[config.mk]
export PLATFORM = sky130hd
export DESIGN_NAME = tlf_top
export DESIGN_NICKNAME = d
export VERILOG_FILES = /design/src/inc/tlf_pkg.sv /design/src/verilog/tlf_cmp.sv /design/src/verilog/tlf_top.sv
export SDC_FILE = /design/constraint.sdc
export NUM_CORES = 1
export LEC_CHECK = 0
export BUFFER_PORTS_ARGS = -buffer_cell sky130_fd_sc_hd__buf_2
export CORE_UTILIZATION = 30
export CTS_CLUSTER_DIAMETER = 100
export CTS_CLUSTER_SIZE = 20
export DETAILED_ROUTE_END_ITERATION = 7
export GPL_TIMING_DRIVEN = 0
export SLEW_MARGIN = 15
export SYNTH_ARGS = -nofsm -noshare
export SYNTH_HDL_FRONTEND = slang
export SYNTH_HIERARCHICAL = 1
export SYNTH_SLANG_ARGS = --single-unit
[constraint.sdc]
create_clock -name clk_sys_i -period 2.9 [get_ports clk_sys_i]
set_clock_uncertainty 0.05 [all_clocks]
set_input_delay 0 -clock clk_sys_i [delete_from_list [all_inputs] [get_ports clk_sys_i]]
set_output_delay 0 -clock clk_sys_i [all_outputs]
set_load 0.05 [all_outputs]
[src/inc/tlf_pkg.sv]
// Shared constants and a helper function for the temperature limit block
package tlf_pkg;

    // Register pointer values
    localparam logic [2:0] PTR_CONFIG   = 3'h1;
    localparam logic [2:0] PTR_HIGH_LIM = 3'h2;
    localparam logic [2:0] PTR_LOW_LIM  = 3'h3;
    localparam logic [2:0] PTR_CRIT_LIM = 3'h4;
    localparam logic [2:0] PTR_TEMP     = 3'h5;

    // Temperature word layout
    localparam int TEMP_W       = 13;   // Sign plus 12 magnitude bits
    localparam int LIMIT_W      = 11;   // Sign plus 10 magnitude bits
    localparam int SIGN_BIT     = 12;
    localparam int LIMIT_LSB    = 2;
    localparam int FLAG_CRIT    = 15;
    localparam int FLAG_HIGH    = 14;
    localparam int FLAG_LOW     = 13;

    // Configuration word layout
    localparam int CFG_MODE     = 0;
    localparam int CFG_POL      = 1;
    localparam int CFG_CRIT_ONLY = 2;
    localparam int CFG_EV_EN    = 3;
    localparam int CFG_EV_STS   = 4;
    localparam int CFG_CLEAR    = 5;
    localparam int CFG_EV_LOCK  = 6;
    localparam int CFG_CRIT_LOCK = 7;
    localparam int CFG_SHDN     = 8;
    localparam int CFG_HYST_LSB = 9;

    // Reset values
    localparam logic [15:0] RST_WORD  = 16'h0000;
    localparam logic [10:0] RST_LIMIT = 11'h000;
    localparam logic [12:0] RST_TEMP  = 13'h0000;

    // Place a limit on the bit weights of the measured value, low bits zero
    function automatic logic signed [12:0] tlf_align_limit(input logic [10:0] lim);
        tlf_align_limit = {lim, 2'b00};
    endfunction : tlf_align_limit

endpackage : tlf_pkg

[src/verilog/tlf_cmp.sv]
// Signed comparison of the measured value against one trip limit
`timescale 1ns/100ps
module tlf_cmp (
    input  wire logic [tlf_pkg::TEMP_W-1:0]  temp_i,
    input  wire logic [tlf_pkg::LIMIT_W-1:0] limit_i,
    output logic                             above_o,
    output logic                             equal_o
);
    import tlf_pkg::*;

    logic signed [TEMP_W-1:0] temp_s;
    logic signed [TEMP_W-1:0] limit_s;

    // Two's complement compare on common weights
    always_comb begin
        temp_s  = $signed(temp_i);
        limit_s = tlf_align_limit(limit_i);
        above_o = temp_s > limit_s;
        equal_o = temp_s == limit_s;
    end

endmodule : tlf_cmp

[src/verilog/tlf_top.sv]
// Temperature result, trip limits, event logic and register port
`timescale 1ns/100ps

module tlf_top (
    input  wire logic                        clk_sys_i,
    input  wire logic                        rst_n_i,
    input  wire logic                        sample_valid_i,
    input  wire logic [tlf_pkg::TEMP_W-1:0]  sample_i,
    input  wire logic [2:0]                  reg_ptr_i,
    input  wire logic                        reg_wr_i,
    input  wire logic [15:0]                 reg_wdata_i,
    input  wire logic                        reg_rd_i,
    output logic      [15:0]                 reg_rdata_o,
    output logic                             reg_rvalid_o,
    output logic                             event_o,
    output logic                             event_oe_o
);
    import tlf_pkg::*;

    typedef struct packed {
        logic                mode;        // 1 = interrupt, 0 = comparator
        logic                pol;         // 1 = event active high
        logic                crit_only;
        logic                ev_en;
        logic                ev_lock;
        logic                crit_lock;
        logic                shdn;
        logic [1:0]          hyst;        // Stored only
        logic [LIMIT_W-1:0]  high_lim;
        logic [LIMIT_W-1:0]  low_lim;
        logic [LIMIT_W-1:0]  crit_lim;
        logic [TEMP_W-1:0]   temp;
        logic                cond_q;
        logic                ev_rec;
        logic                clr_pend;
        logic [15:0]         rdata;
        logic                rvalid;
        logic                ev_oe;
        logic                pin_lvl;     // Open drain, held low
    } tlf_state_type;

    tlf_state_type st;
    tlf_state_type next_st;

    logic hi_above;
    logic hi_equal;
    logic lo_above;
    logic lo_equal;
    logic cr_above;
    logic cr_equal;
    logic flag_crit;
    logic flag_high;
    logic flag_low;
    logic cond;
    logic active;
    logic asserted;
    logic locked;
    logic clear_req;
    logic [15:0] cfg_word;

    // One comparator per trip limit, signed on common weights
    tlf_cmp u_cmp_high (
        .temp_i  (st.temp),
        .limit_i (st.high_lim),
        .above_o (hi_above),
        .equal_o (hi_equal)
    );

    tlf_cmp u_cmp_low (
        .temp_i  (st.temp),
        .limit_i (st.low_lim),
        .above_o (lo_above),
        .equal_o (lo_equal)
    );

    tlf_cmp u_cmp_crit (
        .temp_i  (st.temp),
        .limit_i (st.crit_lim),
        .above_o (cr_above),
        .equal_o (cr_equal)
    );

    // Limit flags follow both temperature and limit changes at once
    always_comb begin
        flag_crit = cr_above | cr_equal;
        flag_high = hi_above;
        flag_low  = ~(lo_above | lo_equal);
        cond      = flag_crit | (~st.crit_only & (flag_high | flag_low));
        // Comparator mode tracks the condition, interrupt mode the record
        active    = st.mode ? st.ev_rec : cond;
        asserted  = st.ev_en & active;
        locked    = st.ev_lock | st.crit_lock;
        clear_req = reg_wr_i && reg_ptr_i == PTR_CONFIG && reg_wdata_i[CFG_CLEAR];
    end

    // Configuration readback; clear bit never reads back as one
    always_comb begin
        cfg_word = RST_WORD;
        cfg_word[CFG_MODE]      = st.mode;
        cfg_word[CFG_POL]       = st.pol;
        cfg_word[CFG_CRIT_ONLY] = st.crit_only;
        cfg_word[CFG_EV_EN]     = st.ev_en;
        cfg_word[CFG_EV_STS]    = asserted;
        cfg_word[CFG_CLEAR]     = 1'b0;
        cfg_word[CFG_EV_LOCK]   = st.ev_lock;
        cfg_word[CFG_CRIT_LOCK] = st.crit_lock;
        cfg_word[CFG_SHDN]      = st.shdn;
        cfg_word[CFG_HYST_LSB+1:CFG_HYST_LSB] = st.hyst;
    end

    // Next-state logic
    always_comb begin
        next_st        = st;
        next_st.rvalid = 1'b0;

        // New conversion result unless the sensor is shut down
        if (sample_valid_i && !st.shdn) begin
            next_st.temp = sample_i;
        end

        // Register writes
        if (reg_wr_i) begin
            case (reg_ptr_i)
                PTR_CONFIG: begin
                    if (!locked) begin
                        next_st.mode = reg_wdata_i[CFG_MODE];
                        next_st.pol  = reg_wdata_i[CFG_POL];
                        next_st.ev_en = reg_wdata_i[CFG_EV_EN];
                        next_st.hyst = reg_wdata_i[CFG_HYST_LSB+1:CFG_HYST_LSB];
                        if (!st.ev_lock || !reg_wdata_i[CFG_CRIT_ONLY]) begin
                            next_st.crit_only = reg_wdata_i[CFG_CRIT_ONLY];
                        end
                    end
                    // Shutdown may always be left, entered only when unlocked
                    if (!reg_wdata_i[CFG_SHDN] || !locked) begin
                        next_st.shdn = reg_wdata_i[CFG_SHDN];
                    end
                    // Locks are sticky until reset
                    if (reg_wdata_i[CFG_EV_LOCK]) begin
                        next_st.ev_lock = 1'b1;
                    end
                    if (reg_wdata_i[CFG_CRIT_LOCK]) begin
                        next_st.crit_lock = 1'b1;
                    end
                end
                PTR_HIGH_LIM: begin
                    if (!st.ev_lock) begin
                        next_st.high_lim = reg_wdata_i[SIGN_BIT:LIMIT_LSB];
                    end
                end
                PTR_LOW_LIM: begin
                    if (!st.ev_lock) begin
                        next_st.low_lim = reg_wdata_i[SIGN_BIT:LIMIT_LSB];
                    end
                end
                PTR_CRIT_LIM: begin
                    if (!st.crit_lock) begin
                        next_st.crit_lim = reg_wdata_i[SIGN_BIT:LIMIT_LSB];
                    end
                end
                default: begin
                end
            endcase
        end

        // Event record: clear handling first so that a new event wins
        next_st.cond_q = cond;
        if (st.mode) begin
            if (clear_req) begin
                if (flag_crit) begin
                    next_st.clr_pend = 1'b1;
                end else begin
                    next_st.ev_rec   = 1'b0;
                    next_st.clr_pend = 1'b0;
                end
            end else if (st.clr_pend && !flag_crit) begin
                next_st.ev_rec   = 1'b0;
                next_st.clr_pend = 1'b0;
            end
            if (cond && !st.cond_q) begin
                next_st.ev_rec = 1'b1;
            end
        end else begin
            // Clear has no effect in comparator mode
            next_st.ev_rec   = 1'b0;
            next_st.clr_pend = 1'b0;
        end

        // Open-drain pin: disabled low-polarity floats, high-polarity grounds
        next_st.ev_oe = st.pol ? ~asserted : asserted;
        next_st.pin_lvl = 1'b0;                                     // Never drives high

        // Register reads
        if (reg_rd_i) begin
            next_st.rvalid = 1'b1;
            case (reg_ptr_i)
                PTR_CONFIG:   next_st.rdata = cfg_word;
                PTR_HIGH_LIM: next_st.rdata = {3'h0, st.high_lim, 2'h0};
                PTR_LOW_LIM:  next_st.rdata = {3'h0, st.low_lim, 2'h0};
                PTR_CRIT_LIM: next_st.rdata = {3'h0, st.crit_lim, 2'h0};
                PTR_TEMP:     next_st.rdata = {flag_crit, flag_high, flag_low,
                                               st.temp};
                default:      next_st.rdata = RST_WORD;
            endcase
        end
    end

    // State register; everything writable starts at zero
    always_ff @(posedge clk_sys_i) begin
        if (!rst_n_i) begin
            st          <= '0;
            st.high_lim <= RST_LIMIT;
            st.low_lim  <= RST_LIMIT;
            st.crit_lim <= RST_LIMIT;
            st.temp     <= RST_TEMP;
            st.rdata    <= RST_WORD;
        end else begin
            st <= next_st;
        end
    end

    // Pin output level is always low; the enable carries the event
    assign event_o      = st.pin_lvl;
    assign reg_rdata_o  = st.rdata;
    assign reg_rvalid_o = st.rvalid;
    assign event_oe_o   = st.ev_oe;

endmodule : tlf_top

==> impl_metrics.json, run 1 <==
{
  "antenna_found_initial": 0,
  "p_sw_share_pct": 25.8,
  "tightestPinTransition_ns": 0.675,
  "reg2reg_to": "reg_rdata_o[4]",
  "synthesis.area_mm2": 0.00422,
  "hold_depth": 4,
  "regToRegSetupSlack_ns": 0.17,
  "dp_hpwl_um": 9250,
  "grt_max_degree": 13,
  "ys_warn_count": 6,
  "clockBufferDepth": 2,
  "grtUsageTotal_pct": 16.9,
  "fillers": 1356,
  "syn-instance-count": 490,
  "root_buffer": "clkbuf_16",
  "layout.nets": 650,
  "seqPwrFrac_pct": 39.7,
  "ys_ff_latch": 76,
  "area_delta_synth_final_pct": 26.7,
  "clock_sinks": 76,
  "placement.cell_area_mm2": 0.00469,
  "tritoncts": "done",
  "port_buffers": 49,
  "grt_pass1_wl_um": 18800,
  "final-setup-viol-count": 0,
  "arrival_ns": 2.90,
  "synthesis.nets": 560,
  "antenna_cells": 0,
  "fmax_ghz": 0.366,
  "drv_cap": 0,
  "drt_wl_total_um": 12000,
  "switching_power_mw": 0.721,
  "leakagePower_nw": 2.47,
  "ys_seq_area_share_pct": 36.0,
  "violations": "negative hold slack",
  "cts_made_buffers": 9,
  "fin_ws_ns": 0.171,
  "ys_types": 45,
  "r2r-start": "st[45]",
  "worstPathRequired_ns": 3.07,
  "slew_headroom_pct": 55.0,
  "ant_nets": 0,
  "routed_via_density": 4.94,
  "worst_hold_path_type": "primary input to flop",
  "design_area_mm2": 0.00535,
  "power_density_mw_per_mm2": 522,
  "rr_worst_depth": 11,
  "dieArea_mm2": 0.0146,
  "gp_congestion": 0.912,
  "drt_iter0_markers": 179,
  "die_w_um": 121,
  "final_hold_viol_count": 2,
  "total_power_mw": 2.79,
  "period_share_pct": 94.1,
  "start_util_pct": 31.3,
  "grt_overflow_total": 0,
  "num_vias": 3753,
  "die_h_um": 121,
  "firstDrtPassIters": 5,
  "h-tree-depth": 3,
  "coreArea_mm2": 0.0135,
  "clockPowerShare_pct": 43.9,
  "insertion_delay_ns": 0.34,
  "internal_power_mw": 2.07,
  "io_pins": 56,
  "power_frac_comb_pct": 16.4,
  "grt_pass1_vias": 3688,
  "whs_endpoint": "st[23]",
  "rows": 42,
  "worst_setup_path_start_kind": "flop",
  "post-route-min-period_ns": 2.73,
  "hp-start": "sample_valid_i",
  "endpoint_kind": "flop",
  "drc": 0,
  "drive_above_1_share_pct": 18.8,
  "critPathKind": "flop to flop",
  "cts.clk_slew.worst_paths_ns": 0.06,
  "slew_violations": 0,
  "worst_hold_slack_ns": -0.00214,
  "ir_drop_uv": 306,
  "crit_fanout": 3,
  "syn_area_per_cell_um2": 8.62,
  "routedWlPerCell_um": 15.7,
  "status": "finished, violations left",
  "place_ws_ns": 0.0930
}
cell usage after synthesis (all sizes together):
cell type | number | area share [%]
and3 | 9 | 1.4
mux2i | 63 | 15
nor2b | 2 | 0.36
o21bai | 3 | 0.53
a221oi | 4 | 0.83
a211o | 2 | 0.42
buf | 28 | 5.2
o22ai | 11 | 1.6
clkinv | 1 | 0.089
or2 | 1 | 0.15
a21o | 4 | 0.71
conb | 1 | 0.089
ha | 33 | 9.8
nand2b | 3 | 0.62
nand2 | 48 | 4.3
or3b | 1 | 0.21
nand4 | 8 | 1.2
nor3 | 6 | 0.83
a22oi | 3 | 0.53
dfxtp | 76 | 36
a21boi | 2 | 0.36
nand3b | 1 | 0.18
nor2 | 58 | 5.2
clkbuf | 10 | 0.89
o21ai | 14 | 1.8
nor4b | 1 | 0.56
a21oi | 39 | 4.6
inv | 41 | 3.6
and4bb | 1 | 0.30
a31oi | 1 | 0.15
or3 | 2 | 0.30
mux2 | 1 | 0.27
nand3 | 6 | 0.71
a211oi | 6 | 1.2
state kept, by name, summed over array words and instances, names as in the netlist:
| signal | count |
|---|---|
| st | 49 |
| reg_rdata_o | 16 |
| cfg_word | 9 |
| event_oe_o | 1 |
| reg_rvalid_o | 1 |
cell type report:
class                           instances  area [um^2]  share of cell area [%]
Multi-Input combinational cell        334         2320                    43.4
Sequential cell                        76         1520                    28.5
Timing Repair Buffer                   79          543                    10.2
Buffer                                 38          258                    4.82
Clock buffer                           11          253                    4.73
Tap cell                              176          220                    4.12
Inverter                               42          158                    2.95
Clock inverter                          4         72.6                    1.36
cell families after synthesis:
| family | share of synthesized area [%] |
|---|---|
| AND/OR/NAND/NOR | 16.2 |
| AO/OA/AOI/OAI | 12.8 |
| buffers and inverters | 9.84 |
| flip-flops | 36.0 |
| multiplexers | 15.2 |
| adder cells (fa/ha/maj) | 9.78 |
| other | 0.0888 |
routing by layer:
layer	vias to the layer above	share of wire, %	global-route usage [%]
met1	1778	43	20.5
met2	92	49	28.9
met5	-	0	0
met3	31	3.7	2.50
li1	1852	-	-
met4	0	3.9	9.10
power by group through the flow:
stage / Sequential (mW) / Combinational, mW / Clock [mW]
CTS: 1.11 / 0.429 / 1.23
global placement: 1.13 / 0.388 / 0
finish: 1.11 / 0.458 / 1.23
floorplan: 1.12 / 0.277 / 0
global route: 1.11 / 0.502 / 1.29
detailed placement: 1.13 / 0.397 / 0
worst max-delay path, stage by stage, from the launching register on:
cell and delay [ns]:
dfxtp_1 0.35, inv_1 0.05, ha_1 0.34, nand3_1 0.17
nor3_4 0.20, and3_2 0.26, a21oi_1 0.05, mux2_2 0.30
or2_2 0.33, a211oi_4 0.26, or3_1 0.18, a211oi_2 0.07
per-stage QoR:
stage	setup TNS (ns)	util (%)	std cells
after floorplan	0	-	490
after global placement	0	34.7	715
after detailed placement	0	34.7	715
after CTS	0	39.3	759
after global routing	-0.00182	39.6	760
final	0	39.6	760
cells in the final DEF (no fill, tap or decap), types with 3 or more instances in the layout:
cell            n
o21ai_0        11
and3_1          8
nand3_1         6
nor3_1          5
nor2_1         58
inv_1          40
nand2_1        47
ha_1           33
a21oi_1        39
nand4_1         8
o22ai_1        11
buf_4          23
a22oi_1         3
o21bai_1        3
a211oi_1        3
dfxtp_1        75
a21o_1          4
clkbuf_16       9
buf_2          51
dlygate4sd3_1  29
mux2i_1        63
clkbuf_1       10
buf_6           4
repair_timing:
action / 4_1_cts / 5_1_grt
hold endpoints to repair: 61 / 0
hold buffers: 29 / 0
gates resized for setup: 0 / 7
endpoints found under the setup margin: 0 / 2
setup buffers: 0 / 1
how the worst max path moves through the flow:
stage                start             end  depth (start not counted)
floorplan           st[37]  reg_rdata_o[4]                         11
global placement    st[44]      event_oe_o                         11
detailed placement  st[34]      event_oe_o                         10
CTS                 st[44]      event_oe_o                         11
global route        st[45]      event_oe_o                         11
finish              st[45]  reg_rdata_o[4]                         11
Power figures use the tool's default switching activity.
==> inputs of run 2 (changes only) <==
Settings changed: CORE_UTILIZATION 30 to 58, PLACE_DENSITY from default to 0.8.
==> run 2 against run 1 <==
Net effect:
- the run ends with design-rule violations left
- cell count shrank 10%
- die area down 48%
- register-to-register slack got worse by 0.03 ns
- sequential share of layout area up 1.1 points
- first-iteration DRC count increased by 32%
- worst hold slack improved by 0.019 ns
- maximum frequency fell by 1.0%
- wire length decreased by 1.6%
- core utilization rose by 35 points
- non-clock buffer count up 1
- total power shrank 10%
- final area decreased by 3.9%
- largest cell class unchanged
==> impl_metrics.json, run 2 (synthesis results as in run 1) <==
{
  "coreArea_mm2": 0.00691,
  "rows": 30,
  "die_w_um": 87.3,
  "dpl.cell_count": 635,
  "clockBufferDepth": 2,
  "slew_violations": 0,
  "clock_sinks": 76,
  "endpoint_kind": "flop",
  "grt_pass1_vias": 3874,
  "num_vias": 3898,
  "power_density_mw_per_mm2": 488,
  "layout.nets": 651,
  "hp-start": "reg_ptr_i[1]",
  "period_share_pct": 95.1,
  "setup_tns_ns": 0,
  "insertion_delay_ns": 0.35,
  "regMostFlops": "st",
  "cts.clk_slew.worst_paths_ns": 0.07,
  "drv_cap": 0,
  "arrival_ns": 2.91,
  "routedWlPerCell_um": 17.2,
  "fillers": 543,
  "grt_max_degree": 13,
  "grtUsageTotal_pct": 32.7,
  "port_buffers": 49,
  "drt_iter0_markers": 236,
  "post-route-min-period_ns": 2.76,
  "violations": "design-rule violations",
  "antenna_found_initial": 0,
  "ant_nets": 0,
  "worstPathRequired_ns": 3.05,
  "gp_congestion": 0.924,
  "critPathKind": "flop to flop",
  "final_hold_viol_count": 0,
  "die_h_um": 87.3,
  "dieArea_mm2": 0.00762,
  "worst_setup_path_start_kind": "flop",
  "place_ws_ns": 0.0977,
  "routed_via_density": 5.72,
  "r2r-start": "st[26]",
  "fin_ws_ns": 0.143,
  "drive_above_1_share_pct": 17.9,
  "final_cell_count_no_fill": 682,
  "start_util_pct": 61.1,
  "io_pins": 56,
  "post_cts_buffers": 0,
  "drc": 1,
  "tightestPinTransition_ns": 0.714,
  "h-tree-depth": 3,
  "dp_hpwl_um": 8290,
  "status": "finished, violations left",
  "slew_headroom_pct": 52.4,
  "layout_commonest_cell": "dfxtp_1",
  "cts_made_buffers": 9,
  "ir_drop_uv": 321,
  "leakagePower_nw": 2.43,
  "largest_register_ffs": 49,
  "area_delta_synth_final_pct": 21.8,
  "tritoncts": "done",
  "worst_hold_path_type": "primary input to flop",
  "rr_worst_depth": 10,
  "mostFrequentLayoutCells": "76 x dfxtp_1, 63 x mux2i_1, 58 x nor2_1",
  "final-setup-viol-count": 0,
  "drt_wl_total_um": 11800,
  "grt_overflow_total": 0,
  "root_buffer": "clkbuf_8",
  "grt_pass1_wl_um": 18700,
  "total_power_mw": 2.51,
  "firstDrtPassIters": 7,
  "hold_depth": 4,
  "crit_path_start": "st[26]",
  "crit_fanout": 5,
  "utilization_pct": 74.4,
  "fmax_ghz": 0.363,
  "antenna_cells": 0
}
run 2: changes by cell type in the layout (fill, tap and decap cells not counted), sizes merged:
cell / delta
bufinv: +1
clkinv: +1
buf: -1
clkinvlp: -1
dlygate4sd3: +2
run 2: repair_timing:
item	in CTS	in global routing
endpoints found under the setup margin	0	2
gates resized for setup	0	2
hold buffers	31	0
endpoints found under the hold margin	62	0
run 2: final timing paths:
path               endpoint  slack (ns)
max              event_oe_o        0.14
min          reg_rdata_o[4]        0.02
max reg2reg      event_oe_o        0.14
min reg2reg  reg_rdata_o[9]        0.41
run 2: report_power, final:
group	total, mW	internal, mW	switching [mW]
registers	1.11	1.07	0.0334
logic	0.450	0.195	0.255
clock network	0.952	0.570	0.383
total	2.51	1.84	0.671
run 2: stage by stage:
stage	hold slack [ns]	cell area [um^2]
floorplan	0.0860	4220
finish	0.0172	5140
CTS	0.0101	5130
global placement	0.185	4590
global route	0.0298	5140
detailed placement	0.189	4590
run 2: critical path: stages (launching register included):
cell and delay (ns):
dfxtp_1 0.43, ha_1 0.30, a21oi_1 0.13, o21ai_0 0.13
a221oi_1 0.34, a21oi_1 0.11, mux2_2 0.30, or2_2 0.32
a211oi_2 0.27, or3_1 0.15, a21oi_1 0.06
run 2: layout make-up:
class                           count  area, um^2  share of cell area [%]
Timing Repair Buffer               80         556                    10.8
Clock inverter                      5         100                    1.95
Tap cell                           96         120                    2.34
Buffer                             38         258                    5.01
Multi-Input combinational cell    334        2300                    44.7
Clock buffer                       11         131                    2.56
Sequential cell                    76        1520                    29.6
Inverter                           42         158                    3.07
run 2: routing by layer:
layer	vias up	share of wire [%]	GRT usage, %
met4	0	4.2	17.3
met1	1852	41	38.5
met2	158	48	55.3
met5	-	0	0
li1	1846	-	-
met3	42	6.0	7.39
==> inputs of run 3 (changes only) <==
Settings changed: ABC_AREA from default to 1.
==> run 3 against run 2 <==
Net effect:
- global-route usage is essentially flat
- flip-flop and latch count is the same
- critical path depth grew 5
- the flow now finishes without violations
- register-to-register slack gained 0.40 ns
- final area grew 0.44%
- maximum frequency grew 17%
- area after synthesis grew 2.4%
- worst setup slack gained 0.40 ns
- clock-buffer cell count shrank 2
- cell count grew 20%
==> impl_metrics.json, run 3 <==
{
  "h-tree-depth": 3,
  "seqPwrFrac_pct": 46.4,
  "routedWlPerCell_um": 14.3,
  "tightestPinTransition_ns": 0.604,
  "num_vias": 4306,
  "cts_made_buffers": 9,
  "synthesis.nets": 696,
  "grt_max_degree": 13,
  "rr_worst_depth": 15,
  "gp_congestion": 0.893,
  "worst_setup_path_start_kind": "flop",
  "p_sw_share_pct": 31.3,
  "mostFrequentLayoutCells": "122 x nand2_1, 89 x inv_1, 82 x nor2_1",
  "arrival_ns": 2.55,
  "endpoint_kind": "flop",
  "placement.cell_area_mm2": 0.00470,
  "die_h_um": 88.3,
  "drt_iter0_markers": 329,
  "reg2reg_to": "event_oe_o",
  "period_share_pct": 81.3,
  "clock_sinks": 76,
  "rsz0062_at_grt": "false",
  "clockPowerShare_pct": 32.0,
  "ir_drop_uv": 364,
  "root_buffer": "clkbuf_8",
  "worst_hold_path_type": "primary input to flop",
  "r2r-start": "st[26]",
  "grtUsageTotal_pct": 32.7,
  "start_util_pct": 59.9,
  "design_area_mm2": 0.00516,
  "synthesis.area_mm2": 0.00432,
  "final_hold_viol_count": 0,
  "hold_depth": 5,
  "post-route-min-period_ns": 2.36,
  "drt_wl_total_um": 11700,
  "power_frac_comb_pct": 21.6,
  "internal_power_mw": 1.67,
  "regToRegSetupSlack_ns": 0.54,
  "whs_endpoint": "cfg_word[7]",
  "die_w_um": 88.3,
  "drv_cap": 0,
  "drive_above_1_share_pct": 17.1,
  "clockBufferDepth": 2,
  "leakagePower_nw": 2.46,
  "hp-start": "reg_wr_i",
  "layout.nets": 786,
  "slew_headroom_pct": 59.7,
  "status": "finished, final reports clean",
  "tritoncts": "done",
  "grt_overflow_total": 0,
  "insertion_delay_ns": 0.36,
  "area_delta_synth_final_pct": 19.4,
  "critPathKind": "flop to flop",
  "dp_hpwl_um": 8890,
  "io_pins": 56,
  "worstPathRequired_ns": 3.09,
  "switching_power_mw": 0.761,
  "fmax_ghz": 0.424,
  "power_density_mw_per_mm2": 471,
  "layout_commonest_cell": "nand2_1",
  "grt_pass1_wl_um": 19000,
  "port_buffers": 51,
  "firstDrtPassIters": 6,
  "syn-instance-count": 626,
  "slew_violations": 0,
  "total_power_mw": 2.43,
  "regMostFlops": "st",
  "antenna_found_initial": 0,
  "rows": 31,
  "syn_area_per_cell_um2": 6.91,
  "ys_warn_count": 6,
  "setup_tns_ns": 0,
  "coreArea_mm2": 0.00721,
  "crit_fanout": 5,
  "dieArea_mm2": 0.00780,
  "ant_nets": 0,
  "utilization_pct": 71.6,
  "cts_hold_buf": 28,
  "final-setup-viol-count": 0,
  "antenna_cells": 0,
  "cts.clk_slew.worst_paths_ns": 0.08,
  "post_cts_buffers": 0,
  "drc": 0,
  "cts_resized": 0,
  "routed_via_density": 5.26,
  "largest_register_ffs": 49,
  "grt_pass1_vias": 4007
}
## run 3: final cells by class
class                   instances  area [um^2]
clock inverters                 5         55.1
repair buffers                 79          536
inverters                     103          387
clock buffers                   9          124
flip-flops and latches         76         1520
multi-input cells             413         2190
plain buffers                  34          226
fillers                       643         2050
well taps                      99          124
## run 3: stage by stage
stage	worst slack, ns	instances	hold slack [ns]
after floorplan	1.00	626	0.0849
after global placement	0.661	776	0.199
after CTS	0.627	818	0.0489
after global routing	0.257	818	0.0953
after detailed placement	0.655	776	0.209
final	0.542	818	0.0722
## run 3: power groups by stage
stage	Sequential (mW)	Clock (mW)	Combinational, mW
6_report	1.13	0.777	0.525
5_1_grt	1.14	0.827	0.592
4_1_cts	1.13	0.785	0.514
3_5_place_dp	1.15	0	0.483
3_3_place_gp	1.15	0	0.465
2_1_floorplan	1.14	0	0.351
## run 3: worst max path at each step
stage                       from              to  slack [ns]
after floorplan           st[34]      event_oe_o        1.00
after global placement    st[34]  reg_rdata_o[4]        0.66
after detailed placement  st[34]  reg_rdata_o[4]        0.65
after CTS                 st[34]  reg_rdata_o[4]        0.63
after global routing      st[34]      event_oe_o        0.26
final                     st[26]      event_oe_o        0.54
## run 3: worst max-delay path, stage by stage (launching register included)
cell and delay (ns):
dfxtp_1 0.44, ha_1 0.28, a21oi_1 0.20, o21ai_0 0.13, nand2_1 0.10, nand3_1 0.07
nand2_1 0.06, inv_1 0.04, nor2_2 0.15, inv_1 0.05, o21ai_0 0.07, nand2_1 0.11
nand3_1 0.11, nand2_1 0.08, o21ai_0 0.23, a21oi_1 0.06
## run 3: routing by layer
metal  global-route usage, %  routed length (um)  up-vias
met5                       0                   0        -
met4                    13.9                 352        0
met3                    5.78                 723       29
met2                    56.2                5660      150
met1                    40.3                4960     1976
li1                        -                   -     2151
